===== config.mk =====
export PLATFORM = sky130hd
export DESIGN_NAME = bidir_port
export DESIGN_NICKNAME = d
export VERILOG_FILES = /design/src/rtl/port_pkg.sv /design/src/rtl/pin_cell.sv /design/src/rtl/bidir_port.sv
export VERILOG_INCLUDE_DIRS = /design/src /design/src/rtl
export SDC_FILE = /design/constraint.sdc
export NUM_CORES = 1
export LEC_CHECK = 0
export BUFFER_PORTS_ARGS = -buffer_cell sky130_fd_sc_hd__clkbuf_2
export CORE_MARGIN = 2
export CORE_UTILIZATION = 54
export DETAILED_ROUTE_END_ITERATION = 8
export GPL_ROUTABILITY_DRIVEN = 0
export PLACE_DENSITY = 0.86
export SLEW_MARGIN = 5
export SYNTH_ARGS = -nofsm -noshare
export SYNTH_HDL_FRONTEND = slang
export SYNTH_HIERARCHICAL = 1
export SYNTH_SLANG_ARGS = --single-unit

===== constraint.sdc =====
create_clock -name clk -period 4.6 [get_ports clk]
set_input_delay 0.23 -clock clk [delete_from_list [all_inputs] [get_ports clk]]
set_output_delay 0.23 -clock clk [all_outputs]
set_load 0.1 [all_outputs]

===== src/rtl/port_params.svh =====
// Purpose: register offsets, field positions, reset values and pin map of the port
// Assumes: byte wide register port with a four bit address
// Notes: included by its bare name, definitions only
`ifndef PORT_PARAMS_SVH
`define PORT_PARAMS_SVH

// ==========================================================
// register offsets
`define OFS_PIN_LEVEL 4'h0
`define OFS_OUT_LATCH 4'h1
`define OFS_DIRECTION 4'h2
`define OFS_SEG_GRP1 4'h3
`define OFS_SEG_GRP2 4'h4
`define OFS_SEG_GRP3 4'h5
`define OFS_SEG_GRP4 4'h6
`define OFS_OPEN_DRAIN 4'h7
`define OFS_PAD_CFG 4'h8

// ==========================================================
// reset values
`define RST_DIRECTION 8'hFF
`define RST_LATCH 8'h00
`define RST_SEG 8'h00
`define RST_OPEN_DRAIN 8'h00
`define RST_PULLUP 1'h0

// ==========================================================
// field positions
`define PAD_PULLUP_BIT 7
`define OD_SERIAL1_BIT 7
`define OD_CAPCOMP2_BIT 6
`define OD_CAPCOMP1_BIT 5
`define OD_SERIAL2_BIT 0
`define OD_IMPL_MASK 8'hE1
`define SEG4_SMALL_MASK 8'h01

// ==========================================================
// segment number of each pin, group1 bit 0 is segment 8
`define SEG_BASE 8
`define SEG_PIN0 24
`define SEG_PIN1 32
`define SEG_PIN2 13
`define SEG_PIN3 17
`define SEG_PIN4 16
`define SEG_PIN5 12
`define SEG_PIN6 27
`define SEG_PIN7 28

`endif


===== src/rtl/port_pkg.sv =====
// Purpose: shared types of the port
// Assumes: nothing
// Notes: constants live in port_params.svh
package port_pkg;
  // one byte of port state
  typedef logic [7:0] port_byte_t;
  // register address
  typedef logic [3:0] reg_addr_t;
endpackage


===== src/rtl/pin_cell.sv =====
// Purpose: drive selection of one port pin
// Assumes: all inputs on the system clock
// Notes: purely combinational, the top registers the results
`timescale 1ns/1ps
module pin_cell (
  // configuration of this pin
  input wire logic dir_in,
  input wire logic latch_bit,
  input wire logic seg_en,
  input wire logic pull_global,
  input wire logic open_drain,
  // peripheral request
  input wire logic own_dir,
  input wire logic periph_oe,
  input wire logic periph_out,
  // drive decision
  output logic drive_out,
  output logic drive_en,
  output logic pull_en
);
  // ==========================================================
  // selection
  // latch drives only with direction clear and no owner or segment
  wire port_drive = !seg_en && !own_dir && !dir_in;
  // peripheral output wins over latch data
  wire periph_drive = !seg_en && periph_oe;
  // open drain only pulls low, releases for a one
  wire periph_en = !open_drain || !periph_out;
  wire periph_level = open_drain ? 1'b0 : periph_out;

  assign drive_en = periph_drive ? periph_en : port_drive;
  assign drive_out = periph_drive ? periph_level : (port_drive & latch_bit);
  // pull-up dies on any output or segment pin
  assign pull_en = pull_global && !seg_en && !periph_drive && !port_drive;
endmodule


===== src/rtl/bidir_port.sv =====
// Purpose: eight bit bidirectional port with peripheral and segment overrides
// Assumes: peripheral request inputs come from logic on clk
// Notes: pin levels pass a two stage synchroniser before use
//
// The plain strobed port and the address map were chosen for this implementation.
`timescale 1ns/1ps
`include "port_params.svh"
module bidir_port #(
  // small package variant, upper segment group mostly absent
  parameter bit SMALL_PKG = 1'b0
) (
  // clock and reset
  input wire logic clk,
  input wire logic rst_n,
  // register port
  input wire port_pkg::reg_addr_t reg_addr,
  input wire port_pkg::port_byte_t reg_wdata,
  input wire logic reg_wr,
  input wire logic reg_rd,
  output port_pkg::port_byte_t reg_rdata,
  // pads
  input wire port_pkg::port_byte_t pin_in,
  output port_pkg::port_byte_t pin_out,
  output port_pkg::port_byte_t pin_oe,
  output port_pkg::port_byte_t pin_pullup,
  output port_pkg::port_byte_t pin_segment,
  // peripheral requests
  input wire port_pkg::port_byte_t periph_own_dir,
  input wire port_pkg::port_byte_t periph_oe,
  input wire port_pkg::port_byte_t periph_out,
  input wire logic capcomp2_route_select,
  // peripheral inputs
  output logic async_receive_input,
  output logic capcomp2_capture_in
);

  // ==========================================================
  // reset release
  logic rst_m_q; // first release stage
  logic rst_s_q; // released reset used everywhere

  // two stage release of the asynchronous reset
  always_ff @(posedge clk or negedge rst_n) begin
    if (!rst_n) begin
      rst_m_q <= 1'b0;
      rst_s_q <= 1'b0;
    end else begin
      rst_m_q <= 1'b1;
      rst_s_q <= rst_m_q;
    end
  end

  // ==========================================================
  // pin synchroniser
  port_pkg::port_byte_t pin_m_q; // first stage, read only by second
  port_pkg::port_byte_t pin_s_q; // synchronised pin level

  // two flops before any logic sees the pads
  always_ff @(posedge clk or negedge rst_s_q) begin
    if (!rst_s_q) begin
      pin_m_q <= 8'h00;
      pin_s_q <= 8'h00;
    end else begin
      pin_m_q <= pin_in;
      pin_s_q <= pin_m_q;
    end
  end

  // ==========================================================
  // register decode
  port_pkg::port_byte_t latch_q; // output latch
  port_pkg::port_byte_t dir_q; // direction, 1 = input
  port_pkg::port_byte_t seg1_q; // segments 8..15
  port_pkg::port_byte_t seg2_q; // segments 16..23
  port_pkg::port_byte_t seg3_q; // segments 24..31
  port_pkg::port_byte_t seg4_q; // segments 32..39
  port_pkg::port_byte_t od_q; // open drain control
  logic pad_pu_q; // global pull-up enable

  // write strobes per register
  wire wr_level = reg_wr && (reg_addr == `OFS_PIN_LEVEL);
  wire wr_latch = reg_wr && (reg_addr == `OFS_OUT_LATCH);
  wire wr_dir = reg_wr && (reg_addr == `OFS_DIRECTION);
  wire wr_seg1 = reg_wr && (reg_addr == `OFS_SEG_GRP1);
  wire wr_seg2 = reg_wr && (reg_addr == `OFS_SEG_GRP2);
  wire wr_seg3 = reg_wr && (reg_addr == `OFS_SEG_GRP3);
  wire wr_seg4 = reg_wr && (reg_addr == `OFS_SEG_GRP4);
  wire wr_od = reg_wr && (reg_addr == `OFS_OPEN_DRAIN);
  wire wr_pad = reg_wr && (reg_addr == `OFS_PAD_CFG);

  // latch takes writes through either address
  wire latch_hit = wr_level || wr_latch;
  // upper segment group keeps only bit 0 in the small variant
  wire [7:0] seg4_mask = SMALL_PKG ? `SEG4_SMALL_MASK : 8'hFF;

  // ==========================================================
  // configuration registers
  // latch and direction
  always_ff @(posedge clk or negedge rst_s_q) begin
    if (!rst_s_q) begin
      latch_q <= `RST_LATCH;
      dir_q <= `RST_DIRECTION;
    end else begin
      if (latch_hit) begin
        latch_q <= reg_wdata;
      end
      if (wr_dir) begin
        dir_q <= reg_wdata;
      end
    end
  end

  // segment enables
  always_ff @(posedge clk or negedge rst_s_q) begin
    if (!rst_s_q) begin
      seg1_q <= `RST_SEG;
      seg2_q <= `RST_SEG;
      seg3_q <= `RST_SEG;
      seg4_q <= `RST_SEG;
    end else begin
      if (wr_seg1) begin
        seg1_q <= reg_wdata;
      end
      if (wr_seg2) begin
        seg2_q <= reg_wdata;
      end
      if (wr_seg3) begin
        seg3_q <= reg_wdata;
      end
      if (wr_seg4) begin
        seg4_q <= reg_wdata & seg4_mask;
      end
    end
  end

  // open drain and pad configuration
  always_ff @(posedge clk or negedge rst_s_q) begin
    if (!rst_s_q) begin
      od_q <= `RST_OPEN_DRAIN;
      pad_pu_q <= `RST_PULLUP;
    end else begin
      if (wr_od) begin
        od_q <= reg_wdata & `OD_IMPL_MASK;
      end
      if (wr_pad) begin
        pad_pu_q <= reg_wdata[`PAD_PULLUP_BIT];
      end
    end
  end

  // ==========================================================
  // pin mapping
  // all segment enables, bit 0 is segment 8
  wire [31:0] seg_all = {seg4_q, seg3_q, seg2_q, seg1_q};
  // segment enable of each pin
  wire [7:0] seg_pin = {
    seg_all[`SEG_PIN7 - `SEG_BASE],
    seg_all[`SEG_PIN6 - `SEG_BASE],
    seg_all[`SEG_PIN5 - `SEG_BASE],
    seg_all[`SEG_PIN4 - `SEG_BASE],
    seg_all[`SEG_PIN3 - `SEG_BASE],
    seg_all[`SEG_PIN2 - `SEG_BASE],
    seg_all[`SEG_PIN1 - `SEG_BASE],
    seg_all[`SEG_PIN0 - `SEG_BASE]
  };

  // open drain select per pin: serial1 on 3..5, channels on 1 and 2
  wire [7:0] od_pin = {
    1'b0,
    1'b0,
    od_q[`OD_SERIAL1_BIT],
    od_q[`OD_SERIAL1_BIT],
    od_q[`OD_SERIAL1_BIT],
    od_q[`OD_CAPCOMP1_BIT],
    od_q[`OD_CAPCOMP2_BIT],
    1'b0
  };

  // channel 2 reaches pin 1 only when routed there
  wire [7:0] route_mask = {6'h3F, capcomp2_route_select, 1'b1};
  wire [7:0] own_eff = periph_own_dir & route_mask;
  wire [7:0] poe_eff = periph_oe & route_mask;

  // ==========================================================
  // per pin drive decision
  wire [7:0] drv_out_d; // next pad output level
  wire [7:0] drv_en_d; // next pad output enable
  wire [7:0] pull_d; // next pull-up enable

  // one cell for each of the eight pins
  genvar gi;
  generate
    for (gi = 0; gi < 8; gi = gi + 1) begin : g_pin
      pin_cell u_cell (
        .dir_in(dir_q[gi]),
        .latch_bit(latch_q[gi]),
        .seg_en(seg_pin[gi]),
        .pull_global(pad_pu_q),
        .open_drain(od_pin[gi]),
        .own_dir(own_eff[gi]),
        .periph_oe(poe_eff[gi]),
        .periph_out(periph_out[gi]),
        .drive_out(drv_out_d[gi]),
        .drive_en(drv_en_d[gi]),
        .pull_en(pull_d[gi])
      );
    end
  endgenerate

  // ==========================================================
  // peripheral inputs
  // pin 7 feeds the receiver while it is an input pin
  wire rx_d = dir_q[7] && !own_eff[7] && !seg_pin[7] && pin_s_q[7];
  // capture input of channel 2 only from its routed pin
  wire cap_d = capcomp2_route_select && !seg_pin[1] && pin_s_q[1];

  // ==========================================================
  // read mux
  // segment pins read back as zero
  wire [7:0] level_rd = pin_s_q & ~seg_pin;
  wire [7:0] pad_rd = {pad_pu_q, 7'h00};

  // data for the addressed register
  logic [7:0] rd_mux;
  always_comb begin
    rd_mux = 8'h00;
    unique case (reg_addr)
      `OFS_PIN_LEVEL: rd_mux = level_rd;
      `OFS_OUT_LATCH: rd_mux = latch_q;
      `OFS_DIRECTION: rd_mux = dir_q;
      `OFS_SEG_GRP1: rd_mux = seg1_q;
      `OFS_SEG_GRP2: rd_mux = seg2_q;
      `OFS_SEG_GRP3: rd_mux = seg3_q;
      `OFS_SEG_GRP4: rd_mux = seg4_q & seg4_mask;
      `OFS_OPEN_DRAIN: rd_mux = od_q;
      `OFS_PAD_CFG: rd_mux = pad_rd;
      default: rd_mux = 8'h00; // unmapped reads zero
    endcase
  end

  // ==========================================================
  // output registers
  port_pkg::port_byte_t rdata_q; // read answer, one cycle only
  port_pkg::port_byte_t out_q; // pad level
  port_pkg::port_byte_t oe_q; // pad enable
  port_pkg::port_byte_t pu_q; // pull-up
  port_pkg::port_byte_t segsel_q; // segment select
  logic rx_q; // receiver input
  logic cap_q; // capture input

  // read data stands only in the cycle after the strobe
  always_ff @(posedge clk or negedge rst_s_q) begin
    if (!rst_s_q) begin
      rdata_q <= 8'h00;
    end else begin
      rdata_q <= reg_rd ? rd_mux : 8'h00;
    end
  end

  // pad controls, all from flops
  always_ff @(posedge clk or negedge rst_s_q) begin
    if (!rst_s_q) begin
      out_q <= 8'h00;
      oe_q <= 8'h00;
      pu_q <= 8'h00;
      segsel_q <= 8'h00;
    end else begin
      out_q <= drv_out_d;
      oe_q <= drv_en_d;
      pu_q <= pull_d;
      segsel_q <= seg_pin;
    end
  end

  // peripheral input flops
  always_ff @(posedge clk or negedge rst_s_q) begin
    if (!rst_s_q) begin
      rx_q <= 1'b0;
      cap_q <= 1'b0;
    end else begin
      rx_q <= rx_d;
      cap_q <= cap_d;
    end
  end

  assign reg_rdata = rdata_q;
  assign pin_out = out_q;
  assign pin_oe = oe_q;
  assign pin_pullup = pu_q;
  assign pin_segment = segsel_q;
  assign async_receive_input = rx_q;
  assign capcomp2_capture_in = cap_q;

  // ==========================================================
  // checks
  // all pins inputs right after release
  reset_dir_in_a: assert property (@(posedge clk) disable iff (!rst_s_q)
    $rose(rst_s_q) |-> (dir_q == 8'hFF) && (oe_q == 8'h00))
    else $error("pins not inputs after reset");

  // pull-up off after release
  reset_pull_off_a: assert property (@(posedge clk) disable iff (!rst_s_q)
    $rose(rst_s_q) |-> !pad_pu_q && (pu_q == 8'h00))
    else $error("pull-up enabled after reset");

  // global disable clears every pull-up
  global_pull_off_a: assert property (@(posedge clk) disable iff (!rst_s_q)
    !pad_pu_q |=> (pu_q == 8'h00))
    else $error("pull-up on while globally disabled");

  // no pull-up on a driven pin
  pull_on_out_a: assert property (@(posedge clk) disable iff (!rst_s_q)
    (pu_q & oe_q) == 8'h00)
    else $error("pull-up on an output pin");

  // segment pins never driven digitally
  seg_no_drive_a: assert property (@(posedge clk) disable iff (!rst_s_q)
    (oe_q & segsel_q) == 8'h00)
    else $error("segment pin driven");

  // port write lands in the latch
  port_write_latch_a: assert property (@(posedge clk) disable iff (!rst_s_q)
    wr_level |=> (latch_q == $past(reg_wdata)))
    else $error("port write missed latch");

  // latch drives pin 0 when configured as output
  latch_drive_a: assert property (@(posedge clk) disable iff (!rst_s_q)
    (!dir_q[0] && !seg_pin[0] && !poe_eff[0] && !own_eff[0])
    |=> oe_q[0] && (out_q[0] == $past(latch_q[0])))
    else $error("latch not driving pin 0");

  // open drain never drives pin 3 high
  open_drain_a: assert property (@(posedge clk) disable iff (!rst_s_q)
    (od_pin[3] && poe_eff[3] && !seg_pin[3]) |=> !(oe_q[3] && out_q[3]))
    else $error("open drain pin driven high");

  // serial data output overrides pin 7
  sync_override_a: assert property (@(posedge clk) disable iff (!rst_s_q)
    (poe_eff[7] && !seg_pin[7]) |=> oe_q[7] && (out_q[7] == $past(periph_out[7])))
    else $error("serial data did not override pin 7");

  // pin 7 input reaches the receiver
  rx_feed_a: assert property (@(posedge clk) disable iff (!rst_s_q)
    (dir_q[7] && !own_eff[7] && !seg_pin[7]) |=> (rx_q == $past(pin_s_q[7])))
    else $error("receiver input not fed from pin 7");

  // segment 28 takes pin 7 over
  segment_28_drive_take_a: assert property (@(posedge clk) disable iff (!rst_s_q)
    seg3_q[4] |=> segsel_q[7] && !oe_q[7] && !rx_q)
    else $error("segment 28 did not take pin 7");

  // small variant hides upper segment bits
  seg4_small_a: assert property (@(posedge clk) disable iff (!rst_s_q)
    (SMALL_PKG && reg_rd && (reg_addr == `OFS_SEG_GRP4)) |=> (rdata_q[7:1] == 7'h00))
    else $error("absent segment bits read nonzero");

  // capture input quiet unless routed
  cap_route_a: assert property (@(posedge clk) disable iff (!rst_s_q)
    !capcomp2_route_select |=> !cap_q)
    else $error("capture input active while not routed");
endmodule


==> impl_metrics.csv <==
group,metric,value,unit
final_layout,multi_input_area,0.00175,sq mm
hold_path,hp-class,"in -> reg",
final_layout,diodes,0,
final_layout,design_area,0.00613,sq mm
place,hpwlAfterDp,6880,um
status,status,"completed",
floorplanning,start_util,56.5,%
timing,max_clock_freq,0.536,GHz
place,port-buffer-count,90,
setup_path,endpoint_kind,"flip-flop",
clock_network,cts_resized,0,
final_layout,drive_above_1_share,37.8,%
final_layout,fin_nets,535,
routing,num_vias,3623,
logic_synthesis,synth.distinct_cells,42,
timing,finalSetupViolCount,0,
pwr,leakage,2.91,nW
setup_path,worst-endpoint-required,4990,ps
routing,drtIter0Drc,396,
timing,skew,8.66,ps
clock_network,clkLatencyLatePin,510,ps
routing,routed_wl,11800,um
floorplanning,row_count,33,
floorplanning,die_area,0.00944,sq mm
floorplanning,dieHeight,97.2,um
global_route,grt_max_degree,75,
routing,antenna_left,0,
pwr,ir_drop,0.340,mV
setup_path,crit_type,"in -> reg",
clock_network,htree_levels,4,
timing,period_share,40.6,%
global_route,track_usage,26.0,%
logic_synthesis,seq_area_frac_synth,60.6,%
global_route,grt_overflow,0,
setup_path,cp.arrival,2260,ps
routing,wl_per_cell,19.6,um
timing,slew_violations,0,
routing,drt_first_pass_iters,6,
timing,post-route-min-period,1870,ps
floorplanning,die_x,97.2,um
setup_path,cp-start-kind,"input port",
routing,routed_via_density,6.01,
routing,drc,0,
flow_run,max-cap-violations,0,
clock_network,cts_buffer_depth,2,
global_route,grt_pass1_vias,3787,
logic_synthesis,synthesis.area,0.00469,sq mm
final_layout,fill_cells,495,
timing,max_slew_margin,38.3,%
timing,hold_viol_final,0,
final_layout,syn_to_final_growth,30.8,%
global_route,antenna_found_initial,0,
logic_synthesis,yosysWarnings,6,
final_layout,seqCellArea,0.00284,sq mm
global_route,grt_pass1_wl,19000,um
timing,worst_pin_slew,926,ps
logic_synthesis,avgSynthCellArea,13.2,sq um
logic_synthesis,ys_ff_latch,113,
pwr,power_density,559,mW/mm^2
clock_network,cts.clk_slew.worst_paths,50,ps
floorplanning,core,0.00830,sq mm
clock_network,cts_root_buf,"clkbuf_8",
clock_network,tritoncts,"built",
place,place_area,0.00523,sq mm
timing,rsz0062_at_grt,"false",
logic_synthesis,synthCells,354,
timing,setup_tns,0,ps
clock_network,numCtsBuffers,17,
setup_path,crit_fanout,36,
clock_network,cts_sinks,113,
floorplanning,io_pins,91,
## timing repair
item	in CTS	in global routing
buffers inserted	0	0
hold buffers	31	0
hold endpoints to repair	28	0
setup endpoints to repair	0	0
## cell families after synthesis
logic type / after synthesis / synth area share (%)
flip-flops: 113 / 60.6
AND/OR/NAND/NOR: 99 / 13.1
multiplexers: 64 / 16.3
AO/OA/AOI/OAI: 51 / 7.48
buffers and inverters: 25 / 2.43
other: 2 / 0.160
## worst max-delay path, stage by stage
cell	delay, ps
clkbuf_2	420
nor3_1	610
and2_1	550
mux2_2	420
## cell usage after synthesis
cell	count	area (sq um)
mux4_2	2	45.0
nor2_2	1	6.26
and2_1	4	25.0
mux2i_1	8	80.1
nand2b_1	3	18.8
a22oi_1	1	7.51
or3_1	2	12.5
buf_6	1	11.3
dfrtp_1	105	2630
mux2_4	8	120
and3_1	2	12.5
conb_1	2	7.51
or4_1	1	7.51
o2bb2ai_1	1	8.76
mux2_2	46	518
a31oi_1	8	50.1
nand4b_1	1	8.76
dfstp_2	8	210
o21bai_1	1	7.51
nor4bb_1	2	20.0
or4b_1	8	80.1
clkbuf_1	3	11.3
nor2_1	17	63.8
nor2b_1	2	12.5
nor3_1	8	40.0
nand2_1	10	37.5
a21oi_1	17	85.1
and2b_1	1	7.51
nor3b_1	2	15.0
o21ai_0	5	25.0
nor4b_1	10	87.6
inv_1	11	41.3
nand3_1	12	60.1
o211a_1	8	80.1
a211o_1	1	8.76
a22o_1	2	17.5
a211oi_1	4	30.0
nand3b_1	13	97.6
a221o_1	1	10.0
a221oi_1	1	8.76
buf_2	10	50.1
o221a_2	1	11.3
## area by class of cell
| class | count | area share [%] |
|---|---|---|
| Inverter | 11 | 0.674 |
| Sequential cell | 113 | 46.4 |
| Timing Repair Buffer | 122 | 12.5 |
| Tap cell | 105 | 2.14 |
| Clock buffer | 21 | 7.49 |
| Clock inverter | 10 | 2.18 |
| Multi-Input combinational cell | 221 | 28.6 |
## cells in the final DEF, fill, tap and decap left out, types with 10 or more instances in the layout
cell type / synthesis / final
inv_1: 11 / 11
clkbuf_16: 0 / 16
dlygate4sd3_1: 0 / 31
mux2_2: 46 / 46
nor4b_1: 10 / 10
nand3_1: 12 / 12
dfrtp_1: 105 / 104
clkbuf_2: 0 / 90
nand3b_1: 13 / 13
a21oi_1: 17 / 17
nand2_1: 10 / 10
nor2_1: 17 / 17
## metrics by stage
stage               utilization (%)  setup WS, ps  power, W  hold slack, ps  std cells
floorplan                         -          1230   0.00191           -65.6        359
global placement               63.0          2450   0.00207            14.9        541
detailed placement             63.0          2400   0.00209            19.6        541
CTS                            73.8          2780   0.00343           0.190        603
global route                   73.8          2690   0.00353            24.8        603
finish                         73.8          2730   0.00342            14.4        603
## metal layers
metal | vias up | track usage, % | share of wire, %
li1 | 1558 | - | -
met1 | 1815 | 32.9 | 41
met2 | 203 | 41.7 | 49
met3 | 47 | 6.76 | 6.8
met4 | 0 | 12.9 | 3.2
met5 | - | 0 | 0
## sequential cells by signal, indices dropped and copies added (netlist names)
name / count
dir_q: 8
latch_q: 8
pin_m_q: 8
pin_oe: 8
pin_out: 8
pin_pullup: 8
pin_s_q: 8
pin_segment: 8
reg_rdata: 8
seg1_q: 8
seg2_q: 8
seg3_q: 8
seg4_q: 8
od_q: 4
async_receive_input: 1
capcomp2_capture_in: 1
pad_pu_q: 1
rst_m_q: 1
rst_s_q: 1
## path summary, 6_finish.rpt
| check | startpoint | end | slack [ps] | cells after the start |
|---|---|---|---|---|
| max | reg_addr[1] | latch_q[0] | 2730 | 4 |
| min | periph_own_dir[3] | pin_out[3] | 10 | 3 |
| max reg2reg | dir_q[2] | pin_out[2] | 2970 | 3 |
| min reg2reg | pin_m_q[4] | pin_s_q[4] | 340 | 0 |
| max in group asynchronous | rst_s_q | dir_q[3] | 3090 | 1 |
| min in group asynchronous | rst_n | rst_s_q | 30 | 2 |
## power breakdown
part / internal, W / switching [W]
Combinational: 0.000237 / 0.000558
Sequential: 0.00118 / 0.000151
Clock: 0.000861 / 0.000441
Total: 0.00227 / 0.00115
(Power assumes the default switching activity.)
